## src/gpdrb_pkg.sv

```systemverilog
package gpdrb_pkg;

    ////////////////////////////////////////////////////////////////////////////
    // sizes of the bank
    localparam int NUM_BANKS  = 6;
    localparam int BANK_BITS  = 8;
    localparam int NUM_SLOTS  = 38;
    localparam int RSVD_SLOT  = 11;
    localparam int SYNC_DEPTH = 2;

    ////////////////////////////////////////////////////////////////////////////
    // register offsets
    localparam logic [7:0] ADDR_CFG_BASE   = 8'h23;
    localparam logic [7:0] ADDR_CFG_LAST   = 8'h48;
    localparam logic [7:0] ADDR_BANK_ONE   = 8'h4B;
    localparam logic [7:0] ADDR_BANK_TWO   = 8'h4C;
    localparam logic [7:0] ADDR_BANK_THREE = 8'h4D;
    localparam logic [7:0] ADDR_BANK_FOUR  = 8'h4E;
    localparam logic [7:0] ADDR_BANK_FIVE  = 8'h4F;
    localparam logic [7:0] ADDR_BANK_SIX   = 8'h50;

    ////////////////////////////////////////////////////////////////////////////
    // bank layout: first slot of each bank and its implemented bits
    localparam logic [5:0][5:0] BANK_BASE = {6'h24, 6'h1C, 6'h18, 6'h10, 6'h08, 6'h00};
    localparam logic [5:0][7:0] BANK_MASK = {8'h03, 8'hFF, 8'h0F, 8'hFF, 8'hF7, 8'hFF};

    ////////////////////////////////////////////////////////////////////////////
    // configuration byte fields
    localparam int CFG_DIR_BIT   = 0;
    localparam int CFG_POL_BIT   = 1;
    localparam int CFG_ODRAIN_BIT = 7;

    ////////////////////////////////////////////////////////////////////////////
    // values after reset
    localparam logic [7:0]  CFG_RESET_IN  = 8'h01;
    localparam logic [7:0]  CFG_RESET_OUT = 8'h00;
    localparam logic [37:0] OUT_AT_RESET  = 38'h00_800C_0000;
    localparam logic [7:0]  RDATA_RESET   = 8'h00;
    localparam logic        LATCH_RESET   = 1'b0;

    ////////////////////////////////////////////////////////////////////////////
    // carriers
    typedef struct packed {
        logic [7:0] addr;
        logic [7:0] wdata;
        logic       wr;
        logic       rd;
    } gpdrb_req_s;

    typedef struct packed {
        logic out;
        logic oe_n;
    } gpdrb_pad_s;

endpackage

```

## src/gpdrb_top.sv

```systemverilog
// Strobed register access is this design's own decision.
`timescale 1ns/1ps
module gpdrb_top
    import gpdrb_pkg::*;
(
    input  wire logic                 CLK_IN,       // 250 MHz clock
    input  wire logic                 RESET_IN,     // sync reset, high
    input  wire logic [7:0]           ADDR_IN,      // register address
    input  wire logic [7:0]           WDATA_IN,     // write data
    input  wire logic                 WR_IN,        // write strobe
    input  wire logic                 RD_IN,        // read strobe
    output logic      [7:0]           RDATA_OUT,    // read data, next cycle
    input  wire logic [NUM_SLOTS-1:0] PIN_IN,       // pin levels
    output logic      [NUM_SLOTS-1:0] PIN_OUT,      // pin drive values
    output logic      [NUM_SLOTS-1:0] PIN_OE_N_OUT  // pin drive enables, low drives
);

    ////////////////////////////////////////////////////////////////////////////
    // block state
    typedef struct packed {
        logic [7:0]                rdata;
        logic [NUM_SLOTS-1:0][7:0] cfg;
    } gpdrb_top_s;

    gpdrb_top_s               st;
    gpdrb_top_s               next_st;
    gpdrb_req_s               req;

    logic                     cfg_hit;
    logic [7:0]               cfg_off;
    logic [5:0]               cfg_idx;
    logic                     bank_hit;
    logic [7:0]               bank_off;
    logic [2:0]               bank_idx;

    logic [NUM_SLOTS-1:0]     slot_wr;
    logic [NUM_SLOTS-1:0]     slot_rd;
    logic [NUM_SLOTS-1:0]     slot_wbit;
    logic [NUM_SLOTS-1:0]     slot_rbit;
    logic [7:0]               bank_rdata;
    logic [7:0]               cfg_rdata;

    ////////////////////////////////////////////////////////////////////////////
    // slot number of a bit in a bank
    function automatic logic [5:0] slot_of(input logic [2:0] bank, input int bitpos);
        logic [5:0] base;
        base = BANK_BASE[bank];
        return base + 6'(bitpos);
    endfunction

    ////////////////////////////////////////////////////////////////////////////
    // bundle the bus request
    always_comb begin
        req.addr  = ADDR_IN;
        req.wdata = WDATA_IN;
        req.wr    = WR_IN;
        req.rd    = RD_IN;
    end

    ////////////////////////////////////////////////////////////////////////////
    // address decode
    always_comb begin
        cfg_off  = req.addr - ADDR_CFG_BASE;
        cfg_idx  = cfg_off[5:0];
        cfg_hit  = (req.addr >= ADDR_CFG_BASE) && (req.addr <= ADDR_CFG_LAST)
                   && (cfg_idx != 6'(RSVD_SLOT));
        bank_off = req.addr - ADDR_BANK_ONE;
        bank_idx = bank_off[2:0];
        bank_hit = (req.addr >= ADDR_BANK_ONE)
                   && (req.addr <= ADDR_BANK_SIX);
    end

    ////////////////////////////////////////////////////////////////////////////
    // fan the data register access out to the pins
    always_comb begin
        slot_wr   = '0;
        slot_rd   = '0;
        slot_wbit = '0;
        for (int b = 0; b < NUM_BANKS; b++) begin
            for (int i = 0; i < BANK_BITS; i++) begin
                if (BANK_MASK[b][i]) begin
                    if (bank_hit && (bank_idx == 3'(b))) begin
                        slot_wr[slot_of(3'(b), i)]   = req.wr;
                        slot_rd[slot_of(3'(b), i)]   = req.rd;
                        slot_wbit[slot_of(3'(b), i)] = req.wdata[i];
                    end
                end
            end
        end
    end

    ////////////////////////////////////////////////////////////////////////////
    // assemble the addressed data register
    always_comb begin
        bank_rdata = '0;
        for (int b = 0; b < NUM_BANKS; b++) begin
            for (int i = 0; i < BANK_BITS; i++) begin
                if (BANK_MASK[b][i] && (bank_idx == 3'(b))) begin
                    bank_rdata[i] = slot_rbit[slot_of(3'(b), i)];
                end
            end
        end
        // bits outside the mask stay zero
    end

    ////////////////////////////////////////////////////////////////////////////
    // addressed configuration byte
    always_comb begin
        cfg_rdata = '0;
        if (cfg_hit) begin
            cfg_rdata = st.cfg[cfg_idx];
        end
    end

    ////////////////////////////////////////////////////////////////////////////
    // next state: configuration writes and read data
    always_comb begin
        next_st       = st;
        next_st.rdata = '0;
        if (req.wr && cfg_hit) begin
            next_st.cfg[cfg_idx] = req.wdata;
        end
        if (req.rd) begin
            if (bank_hit) begin
                next_st.rdata = bank_rdata;
            end else if (cfg_hit) begin
                next_st.rdata = cfg_rdata;
            end else begin
                next_st.rdata = '0;
            end
        end
    end

    ////////////////////////////////////////////////////////////////////////////
    // state register
    always_ff @(posedge CLK_IN) begin
        if (RESET_IN) begin
            st.rdata <= RDATA_RESET;
            for (int s = 0; s < NUM_SLOTS; s++) begin
                st.cfg[s] <= OUT_AT_RESET[s] ? CFG_RESET_OUT : CFG_RESET_IN;
            end
            st.cfg[RSVD_SLOT] <= '0;
        end else begin
            st <= next_st;
        end
    end

    ////////////////////////////////////////////////////////////////////////////
    // one data latch per implemented pin
    for (genvar s = 0; s < NUM_SLOTS; s++) begin : g_slot
        if (s == RSVD_SLOT) begin : g_rsvd
            assign slot_rbit[s]    = 1'b0;
            assign PIN_OUT[s]      = 1'b0;
            assign PIN_OE_N_OUT[s] = 1'b1;
        end else begin : g_pin
            gpdrb_pad_s pad;

            gpdrb_pin u_pin (
                .clk_in     (CLK_IN),
                .reset_in   (RESET_IN),
                .pin_in     (PIN_IN[s]),
                .cfg_in     (st.cfg[s]),
                .wr_in      (slot_wr[s]),
                .wr_bit_in  (slot_wbit[s]),
                .rd_in      (slot_rd[s]),
                .rd_bit_out (slot_rbit[s]),
                .pad_out    (pad)
            );

            assign PIN_OUT[s]      = pad.out;
            assign PIN_OE_N_OUT[s] = pad.oe_n;
        end
    end

    ////////////////////////////////////////////////////////////////////////////
    // read data port
    assign RDATA_OUT = st.rdata;

endmodule

```

## src/gpdrb_pin.sv

```systemverilog
`timescale 1ns/1ps
module gpdrb_pin
    import gpdrb_pkg::*;
(
    input  wire logic       clk_in,     // system clock
    input  wire logic       reset_in,   // sync reset, high
    input  wire logic       pin_in,     // raw pin level
    input  wire logic [7:0] cfg_in,     // configuration byte
    input  wire logic       wr_in,      // data bit write
    input  wire logic       wr_bit_in,  // written bit value
    input  wire logic       rd_in,      // data bit read
    output logic            rd_bit_out, // value a read returns
    output gpdrb_pad_s      pad_out     // pin drive
);

    typedef struct packed {
        logic [SYNC_DEPTH-1:0] sync;
        logic                  latch;
    } gpdrb_pin_s;

    gpdrb_pin_s st;
    gpdrb_pin_s next_st;
    logic       is_input;
    logic       pol;
    logic       odrain;
    logic       level;
    logic       drive;

    ////////////////////////////////////////////////////////////////////////////
    // latch update, read value and pin drive
    always_comb begin
        is_input = cfg_in[CFG_DIR_BIT];
        pol      = cfg_in[CFG_POL_BIT];
        odrain   = cfg_in[CFG_ODRAIN_BIT];
        level    = st.sync[SYNC_DEPTH-1] ^ pol;
        drive    = st.latch ^ pol;
        next_st       = st;
        next_st.sync  = {st.sync[SYNC_DEPTH-2:0], pin_in};
        if (is_input && rd_in) begin
            next_st.latch = level;
        end else if (!is_input && wr_in) begin
            next_st.latch = wr_bit_in;
        end
        // writes to an input leave the latch alone
        rd_bit_out   = is_input ? level : st.latch;
        pad_out.out  = !is_input && drive && !odrain;
        pad_out.oe_n = is_input || (odrain && drive);
    end

    ////////////////////////////////////////////////////////////////////////////
    // state register
    always_ff @(posedge clk_in) begin
        if (reset_in) begin
            st.sync  <= '0;
            st.latch <= LATCH_RESET;
        end else begin
            st <= next_st;
        end
    end

endmodule

```

## config.mk

```make
export PLATFORM = sky130hd
export DESIGN_NAME = gpdrb_top
export DESIGN_NICKNAME = d
export VERILOG_FILES = /design/src/gpdrb_pkg.sv /design/src/gpdrb_top.sv /design/src/gpdrb_pin.sv
export SDC_FILE = /design/constraint.sdc
export NUM_CORES = 1
export LEC_CHECK = 0
export BUFFER_PORTS_ARGS = -buffer_cell sky130_fd_sc_hd__buf_4
export CAP_MARGIN = 5
export CELL_PAD_IN_SITES_DETAIL_PLACEMENT = 0
export CELL_PAD_IN_SITES_GLOBAL_PLACEMENT = 2
export CORE_ASPECT_RATIO = 0.75
export CORE_UTILIZATION = 34
export DETAILED_ROUTE_END_ITERATION = 8
export GPL_TIMING_DRIVEN = 0
export PLACE_DENSITY = 0.76
export SYNTH_ARGS = -nofsm -noshare
export SYNTH_HDL_FRONTEND = slang
export SYNTH_HIERARCHICAL = 1
export SYNTH_SLANG_ARGS = --single-unit
```

## constraint.sdc

```tcl
create_clock -name CLK_IN -period 3.07 [get_ports CLK_IN]
set_input_delay 0.614 -clock CLK_IN [delete_from_list [all_inputs] [get_ports CLK_IN]]
set_output_delay 0.614 -clock CLK_IN [all_outputs]
set_load 0.005 [all_outputs]
```

==> Word level (Yosys, flattened, before mapping) <==
Cells that the tools add are included.
{ "word_totals": {"ff_bits": 423, "inputBits": 58, "output_inout_bits": 84, "elab_cells": 752} }
{ "classes": {"addsub": 2, "order_cmp": 6, "eq_ne": 6, "muxes": 204, "bitwise_logic": 75, "n_reduce_logical": 346} }
{ "ops": {"columns": ["op", "n"], "rows": [
  ["$bwmux W304", 1],
  ["$mux W1", 197],
  ["$logic_and A1 B1 Y1", 196],
  ["$logic_not A1 Y1", 74],
  ["$reduce_bool A2 Y1", 37],
  ["$xor A1 B1 Y1", 74],
  ["$bmux W8 S6", 1],
  ["$demux W8 S6", 1],
  ["$logic_or A1 B1 Y1", 37],
  ["$mux W8", 4],
  ["$le A8 B7 Y1 const B", 2],
  ["$ge A8 B6 Y1 const B", 1],
  ["$ge A8 B7 Y1 const B", 1],
  ["$lt A6 B7 Y1 const B", 1],
  ["$eq A3 B2 Y1 const B", 2],
  ["$eq A3 B3 Y1 const B", 2],
  ["$ge A6 B1 Y1 const B", 1],
  ["$ne A6 B4 Y1 const B", 1],
  ["$sub A6 B6 Y6 const B", 1],
  ["$eq A3 B1 Y1 const B", 1],
  ["$logic_not A3 Y1", 1],
  ["$sub A3 B2 Y3 const B", 1],
  ["$reduce_or A2 Y1", 1],
  ["$not A1 Y1", 1]
]} }

==> Logic depth before layout (Yosys ltp) <==
Gate-level depths: netlist of run 1.
{ "logic_depth": {"ltp_word": 9, "depth_mapped": 12} }

==> By module <==
Netlist of run 1, hierarchy kept.
{ "modules_own_cells": {"columns": ["module", "instances", "cells_per_inst", "area_each_um2", "seq_area_each_um2"], "rows": [
  ["gpdrb_top", 1, 1849, 15227.1, 6246.0],
  ["gpdrb_pin", 37, 17, 147.6, 60.1]
]} }

==> Worst setup path after synthesis of run 1 <==
Ideal clock, no wire load.
{ "synth_path": {"kind": "input port to flip-flop", "start": "input ADDR_IN[0]", "end": "register, netlist name st[80]", "arrival_time_ns": 3.033, "t_required_ns": 2.950, "path_slack_ns": -0.083, "stages": 10, "path_buffers": 3, "cell_sequence": "buf_2 inv_1 ha_1 clkbuf_1 and2_1 clkbuf_1 nand3_1 a2111oi_4 nor2b_1 a211o_1"} }
{ "synth_lines": {"columns": ["item", "line_no", "source"], "rows": [
  ["start, declared", "gpdrb_top.sv:8", "input wire logic [7:0] ADDR_IN,"]
]} }

==> Worst setup path in the final report of run 1 <==
{ "layout_path": {"start": "input ADDR_IN[2]", "end": "register st (netlist bit RDATA_OUT[3])"} }
{ "layout_via": {"elab_chain_len": 7} }
{ "layout_lines": {"columns": ["item", "line_no", "source"], "rows": [
  ["parallel branches: the longest is 6 deep, another holds $sub A6 B6 Y6", null, null],
  ["$mux W8 (*)", "gpdrb_top.sv:124", "if (bank_hit) begin"],
  ["end signal, assigned", "gpdrb_top.sv:144", "st <= next_st;"],
  ["end, declared", "gpdrb_top.sv:25", "gpdrb_top_s st;"]
]} }
Mark *: on every way between the ends. The select of a mux whose other input is x is not followed.
A chain may end at the register's enable or synchronous reset.

==> flow_summary.yaml, run 1 <==
clock_network:
  h-tree-depth: 2
  tritoncts: "built"
  clk_path_buf_depth: 3
  cts_sinks: 423
  cts_buffers: 48
  root_buffer: "clkbuf_16"
  clk-insertion-delay-late_ns: 0.61
  clkTransAtPathRegs_ns: 0.06
  cts-hold-fix-buffers: 0
pwr:
  p_per_area_nw_per_um2: 513
  cellLeakagePower_nw: 8.65
  p_clk_frac: 0.464
  seq_power_share: 0.429
  netSwitchingFraction: 0.274
  vdd_drop_max_mv: 0.353
  switchingPower_mw: 3.55
  comb_power_share: 0.107
  p_int_mw: 9.42
synth:
  yosys.cell_count.top_type: "nand2_1"
  synth_area_per_cell_um2: 8.35
  synth_seq_cells: 423
  ys_top_cells_by_area: "dfxtp_1, mux2i_1, nand2_1"
  postSynthCellCount: 2478
  yosys.area.top_type_share: 0.409
  seq_area_frac_synth: 0.409
  synthFlopType: "dfxtp_1"
  synth_common_cells: "nand2_1, dfxtp_1, nor2_1"
  async_flop_share: 0
  yosys_warnings: 6
  synth_edf_count: 0
  synth.distinct_cells: 59
  synth_nets: 2541
  synth_area_um2: 20700
  synth_area_leader_cell: "dfxtp_1"
grt:
  gr-total-overflow: 0
  antenna_found_initial: 2
  grt_max_degree: 113
  grt_usage: 0.298
  grt_pass1_vias: 18300
  grt_pass1_wl_um: 133000
routing:
  avgViaCountPerCell: 5.61
  drt-initial-drc-count: 2308
  wl_um: 93700
  detail-route-antenna-nets: 0
  vias: 19800
  drc: 0
  wire_per_inst_um: 26.6
  dr.pass1.iters: 6
cells_and_area:
  final_area_um2: 25300
  fill_cells: 6064
  syn_to_final_growth_pct: 22.2
  fin_cells: 3521
  num-nets-final: 2752
  drive_gt1_frac: 0.156
worst_setup_path:
  crit_required_ns: 3.52
  critPathKind: "primary input to flop"
  start_kind: "primary input"
  worstPathArrival_ns: 3.64
  endpoint_kind: "flop"
  path_max_fanout: 10
timing:
  min_period_ns: 3.19
  skew_ns: 0.0239
  hold_violations: 0
  min_period_over_period: 1.04
  fin_ws_ns: -0.119
  setup_violations: 5
  tightest_slew_ns: 1.31
  slew_headroom: 0.128
  maxSlewViolCount: 0
  fmax_mhz: 314
run:
  max-cap-violations: 0
placed_design:
  place.gp.congestion: 0.973
  hpwl_um: 66700
  io_buffer_count: 129
  dp_cells: 3398
  placed_area_um2: 22700
die:
  io_pins: 142
  rows: 77
  die_y_um: 216
  coreArea_um2: 59500
  dieArea_um2: 61900
  initial_core_util: 0.347
  fp.dieW_um: 287
run_status:
  status: "complete, but fails checks"
  violations: "setup timing"
worst_hold_path:
  hold_class: "primary input to flop"
## layer usage
layer | track usage | up-vias | part of all wire
met2 | 0.418 | 949 | 0.41
met4 | 0.0947 | 2 | 0.032
met5 | 0 | - | 0.00014
met1 | 0.447 | 9723 | 0.46
met3 | 0.0650 | 166 | 0.11
li1 | - | 8926 | -
## power groups by stage
stage	clock network (mW)	registers (mW)	logic [mW]
final	6.02	5.56	1.39
after global routing	6.35	5.56	1.41
after CTS	6.14	5.56	1.31
after detailed placement	0	5.68	1.23
after global placement	0	5.68	1.23
after floorplan	0	5.68	0.597
## sequential cells by signal, indices dropped and copies added (netlist names)
| name | cells |
|---|---|
| RDATA_OUT | 8 |
| st | 304 |
| g_slot.g_pin.u_pin/st | 74 |
| g_slot.g_pin.u_pin/next_st | 37 |
## logic make-up after synthesis
kind of cell | count (synthesis) | share of synthesized area
and+or+nand+nor | 1196 | 0.284
adders and majority gates | 5 | 0.00302
AOI/OAI and AO/OA | 353 | 0.117
buffers and inverters | 219 | 0.0435
muxes | 201 | 0.108
DFF | 423 | 0.409
other | 2 | 0.000363
xor gates and xnor gates | 79 | 0.0342
## metrics by stage
| step | power, mW | hold slack [ns] | setup TNS, ns | util | setup WS, ns |
|---|---|---|---|---|---|
| 2_1_floorplan | 6.27 | 0.414 | -0.231 | - | -0.0145 |
| 3_3_place_gp | 6.91 | 0.422 | -487.72 | 0.380 | -2.44 |
| 3_5_place_dp | 6.91 | 0.425 | -480.27 | 0.381 | -2.44 |
| 4_1_cts | 13.0 | 0.200 | -0.102 | 0.423 | -0.0693 |
| 5_1_grt | 13.3 | 0.215 | -0.0104 | 0.425 | -0.00776 |
| 6_report | 13.0 | 0.222 | -0.287 | 0.425 | -0.119 |
## cell usage in the layout, fill, tap and decap left out, drive strengths merged, types with 41 or more instances in the layout
cell and count:
a211oi 41, a21oi 164, and2 54, and3 43
buf 225, clkbuf 186, dfxtp 423, inv 43
mux2i 183, nand2 441, nand3 97, nor2 208
nor2b 177, nor3 78, nor4 49, xnor2 76
## what timing repair did
item | CTS | global route
pin swaps | 23 | 3
buffers inserted | 31 | 6
resized for setup | 156 | 29
endpoints found under the setup margin | 349 | 143
## critical path: stages
cell and delay, ns:
buf_4 0.17, buf_2 0.23, xnor2_4 0.39, clkbuf_2 0.43, buf_2 0.50, buf_2 0.39, nand2_1 0.10, nand3_1 0.15
a31oi_1 0.13, o32ai_1 0.23, o2bb2ai_1 0.28
## final timing paths
path	from	endpoint	slack [ns]	cells after the start
worst max-delay path	ADDR_IN[2]	RDATA_OUT[3]$_SDFF_PP0_	-0.12	11
worst min register to register	g_slot[14].g_pin.u_pin/next_st[2]$_SDFF_PP0_	g_slot[14].g_pin.u_pin/st[2]$_SDFF_PP0_	0.43	1
worst max register to register	st[232]$_SDFFE_PP1P_	RDATA_OUT[0]$_SDFF_PP0_	0.65	5
worst min-delay path	PIN_IN[1]	g_slot[1].g_pin.u_pin/next_st[2]$_SDFF_PP0_	0.22	2
## area by class of cell
class,count,area (um^2),area share
Multi-Input combinational cell,1836,11700,0.463
Sequential cell,423,8470,0.335
Timing Repair Buffer,167,1440,0.0568
Clock buffer,73,1390,0.0548
Tap cell,790,988,0.0391
Buffer,171,902,0.0357
Clock inverter,16,218,0.00861
Inverter,42,161,0.00638
Antenna cell,3,7.51,0.000297
Note: power is estimated with default switching activity, not from simulation.
==> run 2: changes to the inputs <==
--- a/config.mk
+++ b/config.mk
@@ -5,13 +5,15 @@
 export SDC_FILE = /design/constraint.sdc
 export NUM_CORES = 1
 export LEC_CHECK = 0
-export BUFFER_PORTS_ARGS = -buffer_cell sky130_fd_sc_hd__buf_4
+export BUFFER_PORTS_ARGS = -buffer_cell sky130_fd_sc_hd__buf_2
 export CAP_MARGIN = 5
 export CELL_PAD_IN_SITES_DETAIL_PLACEMENT = 0
 export CELL_PAD_IN_SITES_GLOBAL_PLACEMENT = 2
 export CORE_ASPECT_RATIO = 0.75
 export CORE_UTILIZATION = 34
+export CTS_BUF_LIST = sky130_fd_sc_hd__clkbuf_16
 export DETAILED_ROUTE_END_ITERATION = 8
+export GPL_ROUTABILITY_DRIVEN = 0
 export GPL_TIMING_DRIVEN = 0
 export PLACE_DENSITY = 0.76
 export SYNTH_ARGS = -nofsm -noshare
==> flow_summary.yaml, run 2 (synthesis gave the netlist of run 1 again) <==
run_status:
  status: "complete, but fails checks"
  violations: "setup timing"
timing:
  slew_headroom: 0.115
  hold_violations: 0
  fin_ws_ns: -0.0548
  holdWs_ns: 0.211
  maxSlewViolCount: 0
  setup_violations: 3
  tightest_slew_ns: 1.33
  fmax_mhz: 320
  finalSetupTns_ns: -0.107
  min_period_over_period: 1.02
  min_period_ns: 3.12
  skew_ns: 0.0271
  rsz0062_at_grt: "true"
pwr:
  p_clk_frac: 0.443
  vdd_drop_max_mv: 0.299
  seq_power_share: 0.448
  netSwitchingFraction: 0.286
  p_int_mw: 8.86
  comb_power_share: 0.110
  total_power_mw: 12.4
  cellLeakagePower_nw: 8.56
  p_per_area_nw_per_um2: 499
  switchingPower_mw: 3.55
cells_and_area:
  syn_to_final_growth_pct: 20.2
  final_common_cell: "nand2_1"
  layout.cells.most_common_list: "nand2_1, dfxtp_1, nor2_1, mux2i_1, nor2b_1"
  largest_reg_flops: 304
  num-nets-final: 2751
  drive_gt1_frac: 0.155
  largest-register: "st"
  fin_cells: 3515
clock_network:
  h-tree-depth: 2
  clk_path_buf_depth: 3
  cts_sinks: 423
  clkTransAtPathRegs_ns: 0.06
  clk-insertion-delay-late_ns: 0.62
  root_buffer: "clkbuf_16"
  cts-hold-fix-buffers: 0
  cts_buffers: 47
  tritoncts: "built"
grt:
  gr-total-overflow: 0
  grt_usage: 0.293
  antenna_found_initial: 2
  grt_pass1_wl_um: 131000
  grt_max_degree: 77
  grt_pass1_vias: 18300
die:
  io_pins: 142
  fp.dieW_um: 287
  coreArea_um2: 59500
  initial_core_util: 0.347
  die_y_um: 216
  dieArea_um2: 61900
  rows: 77
worst_setup_path:
  start_kind: "primary input"
  endpoint_kind: "flop"
  worstPathArrival_ns: 3.60
  critPathKind: "primary input to flop"
  crit_required_ns: 3.54
  path_max_fanout: 10
routing:
  drt-initial-drc-count: 2302
  drc: 0
  wl_um: 92200
  detail-route-antenna-nets: 0
  wire_per_inst_um: 26.2
  vias: 19600
  avgViaCountPerCell: 5.58
  dr.pass1.iters: 6
placed_design:
  dp_cells: 3400
  io_buffer_count: 129
  hpwl_um: 66300
run:
  max-cap-violations: 0
worst_hold_path:
  hold_class: "primary input to flop"
==> run 2: area by class of cell <==
class	instances	area (um^2)
Timing Repair Buffer	168	1140
Clock buffer	48	1200
Fill cell	6011	34700
Sequential cell	423	8470
Tap cell	790	988
Clock inverter	36	229
Buffer	170	900
Antenna cell	2	5.00
Multi-Input combinational cell	1836	11800
Inverter	42	161
==> run 2: path summary, 6_finish.rpt <==
kind	cells past startpoint	slack, ns	start	to
worst max-delay path	11	-0.05	ADDR_IN[2]	RDATA_OUT[3]$_SDFF_PP0_
worst min-delay path	2	0.21	PIN_IN[17]	g_slot[17].g_pin.u_pin/next_st[2]$_SDFF_PP0_
worst max register to register	7	0.88	st[65]$_SDFFE_PP0P_	RDATA_OUT[0]$_SDFF_PP0_
worst min register to register	1	0.43	g_slot[14].g_pin.u_pin/next_st[2]$_SDFF_PP0_	g_slot[14].g_pin.u_pin/st[2]$_SDFF_PP0_
==> run 2: worst max-delay path: stages <==
cell,delay [ns]
buf_2,0.27
buf_2,0.35
xnor2_4,0.24
clkbuf_2,0.41
buf_2,0.46
buf_2,0.38
nand2_1,0.11
nand3_1,0.12
a31oi_1,0.10
o32ai_1,0.23
o2bb2ai_1,0.28
==> run 2: power groups by stage <==
stage | registers (mW) | logic (mW) | clock network (mW)
floorplan | 5.68 | 0.597 | 0
global placement | 5.68 | 1.19 | 0
detailed placement | 5.68 | 1.20 | 0
CTS | 5.56 | 1.28 | 5.56
global route | 5.56 | 1.38 | 5.82
finish | 5.56 | 1.36 | 5.49
==> run 2: routing by layer <==
metal  GRT usage  part of all wire  vias to the layer above
met3      0.0706              0.10                      156
met4      0.0968             0.033                        0
li1            -                 -                     8916
met2       0.417              0.41                      942
met5           0                 0                        -
met1       0.427              0.46                     9594
==> run 2: what timing repair did <==
item,in CTS,in global routing
setup buffers,26,10
gates resized for setup,156,46
setup endpoints to repair,349,202
pin swaps,21,7
==> run 2: through the flow <==
step,instance area [um^2],util,worst slack [ns]
floorplan,20700,-,-0.0145
global placement,22300,0.375,-2.52
detailed placement,22400,0.376,-2.46
CTS,24700,0.414,-0.186
global route,24900,0.418,-0.0778
finish,24900,0.418,-0.0548
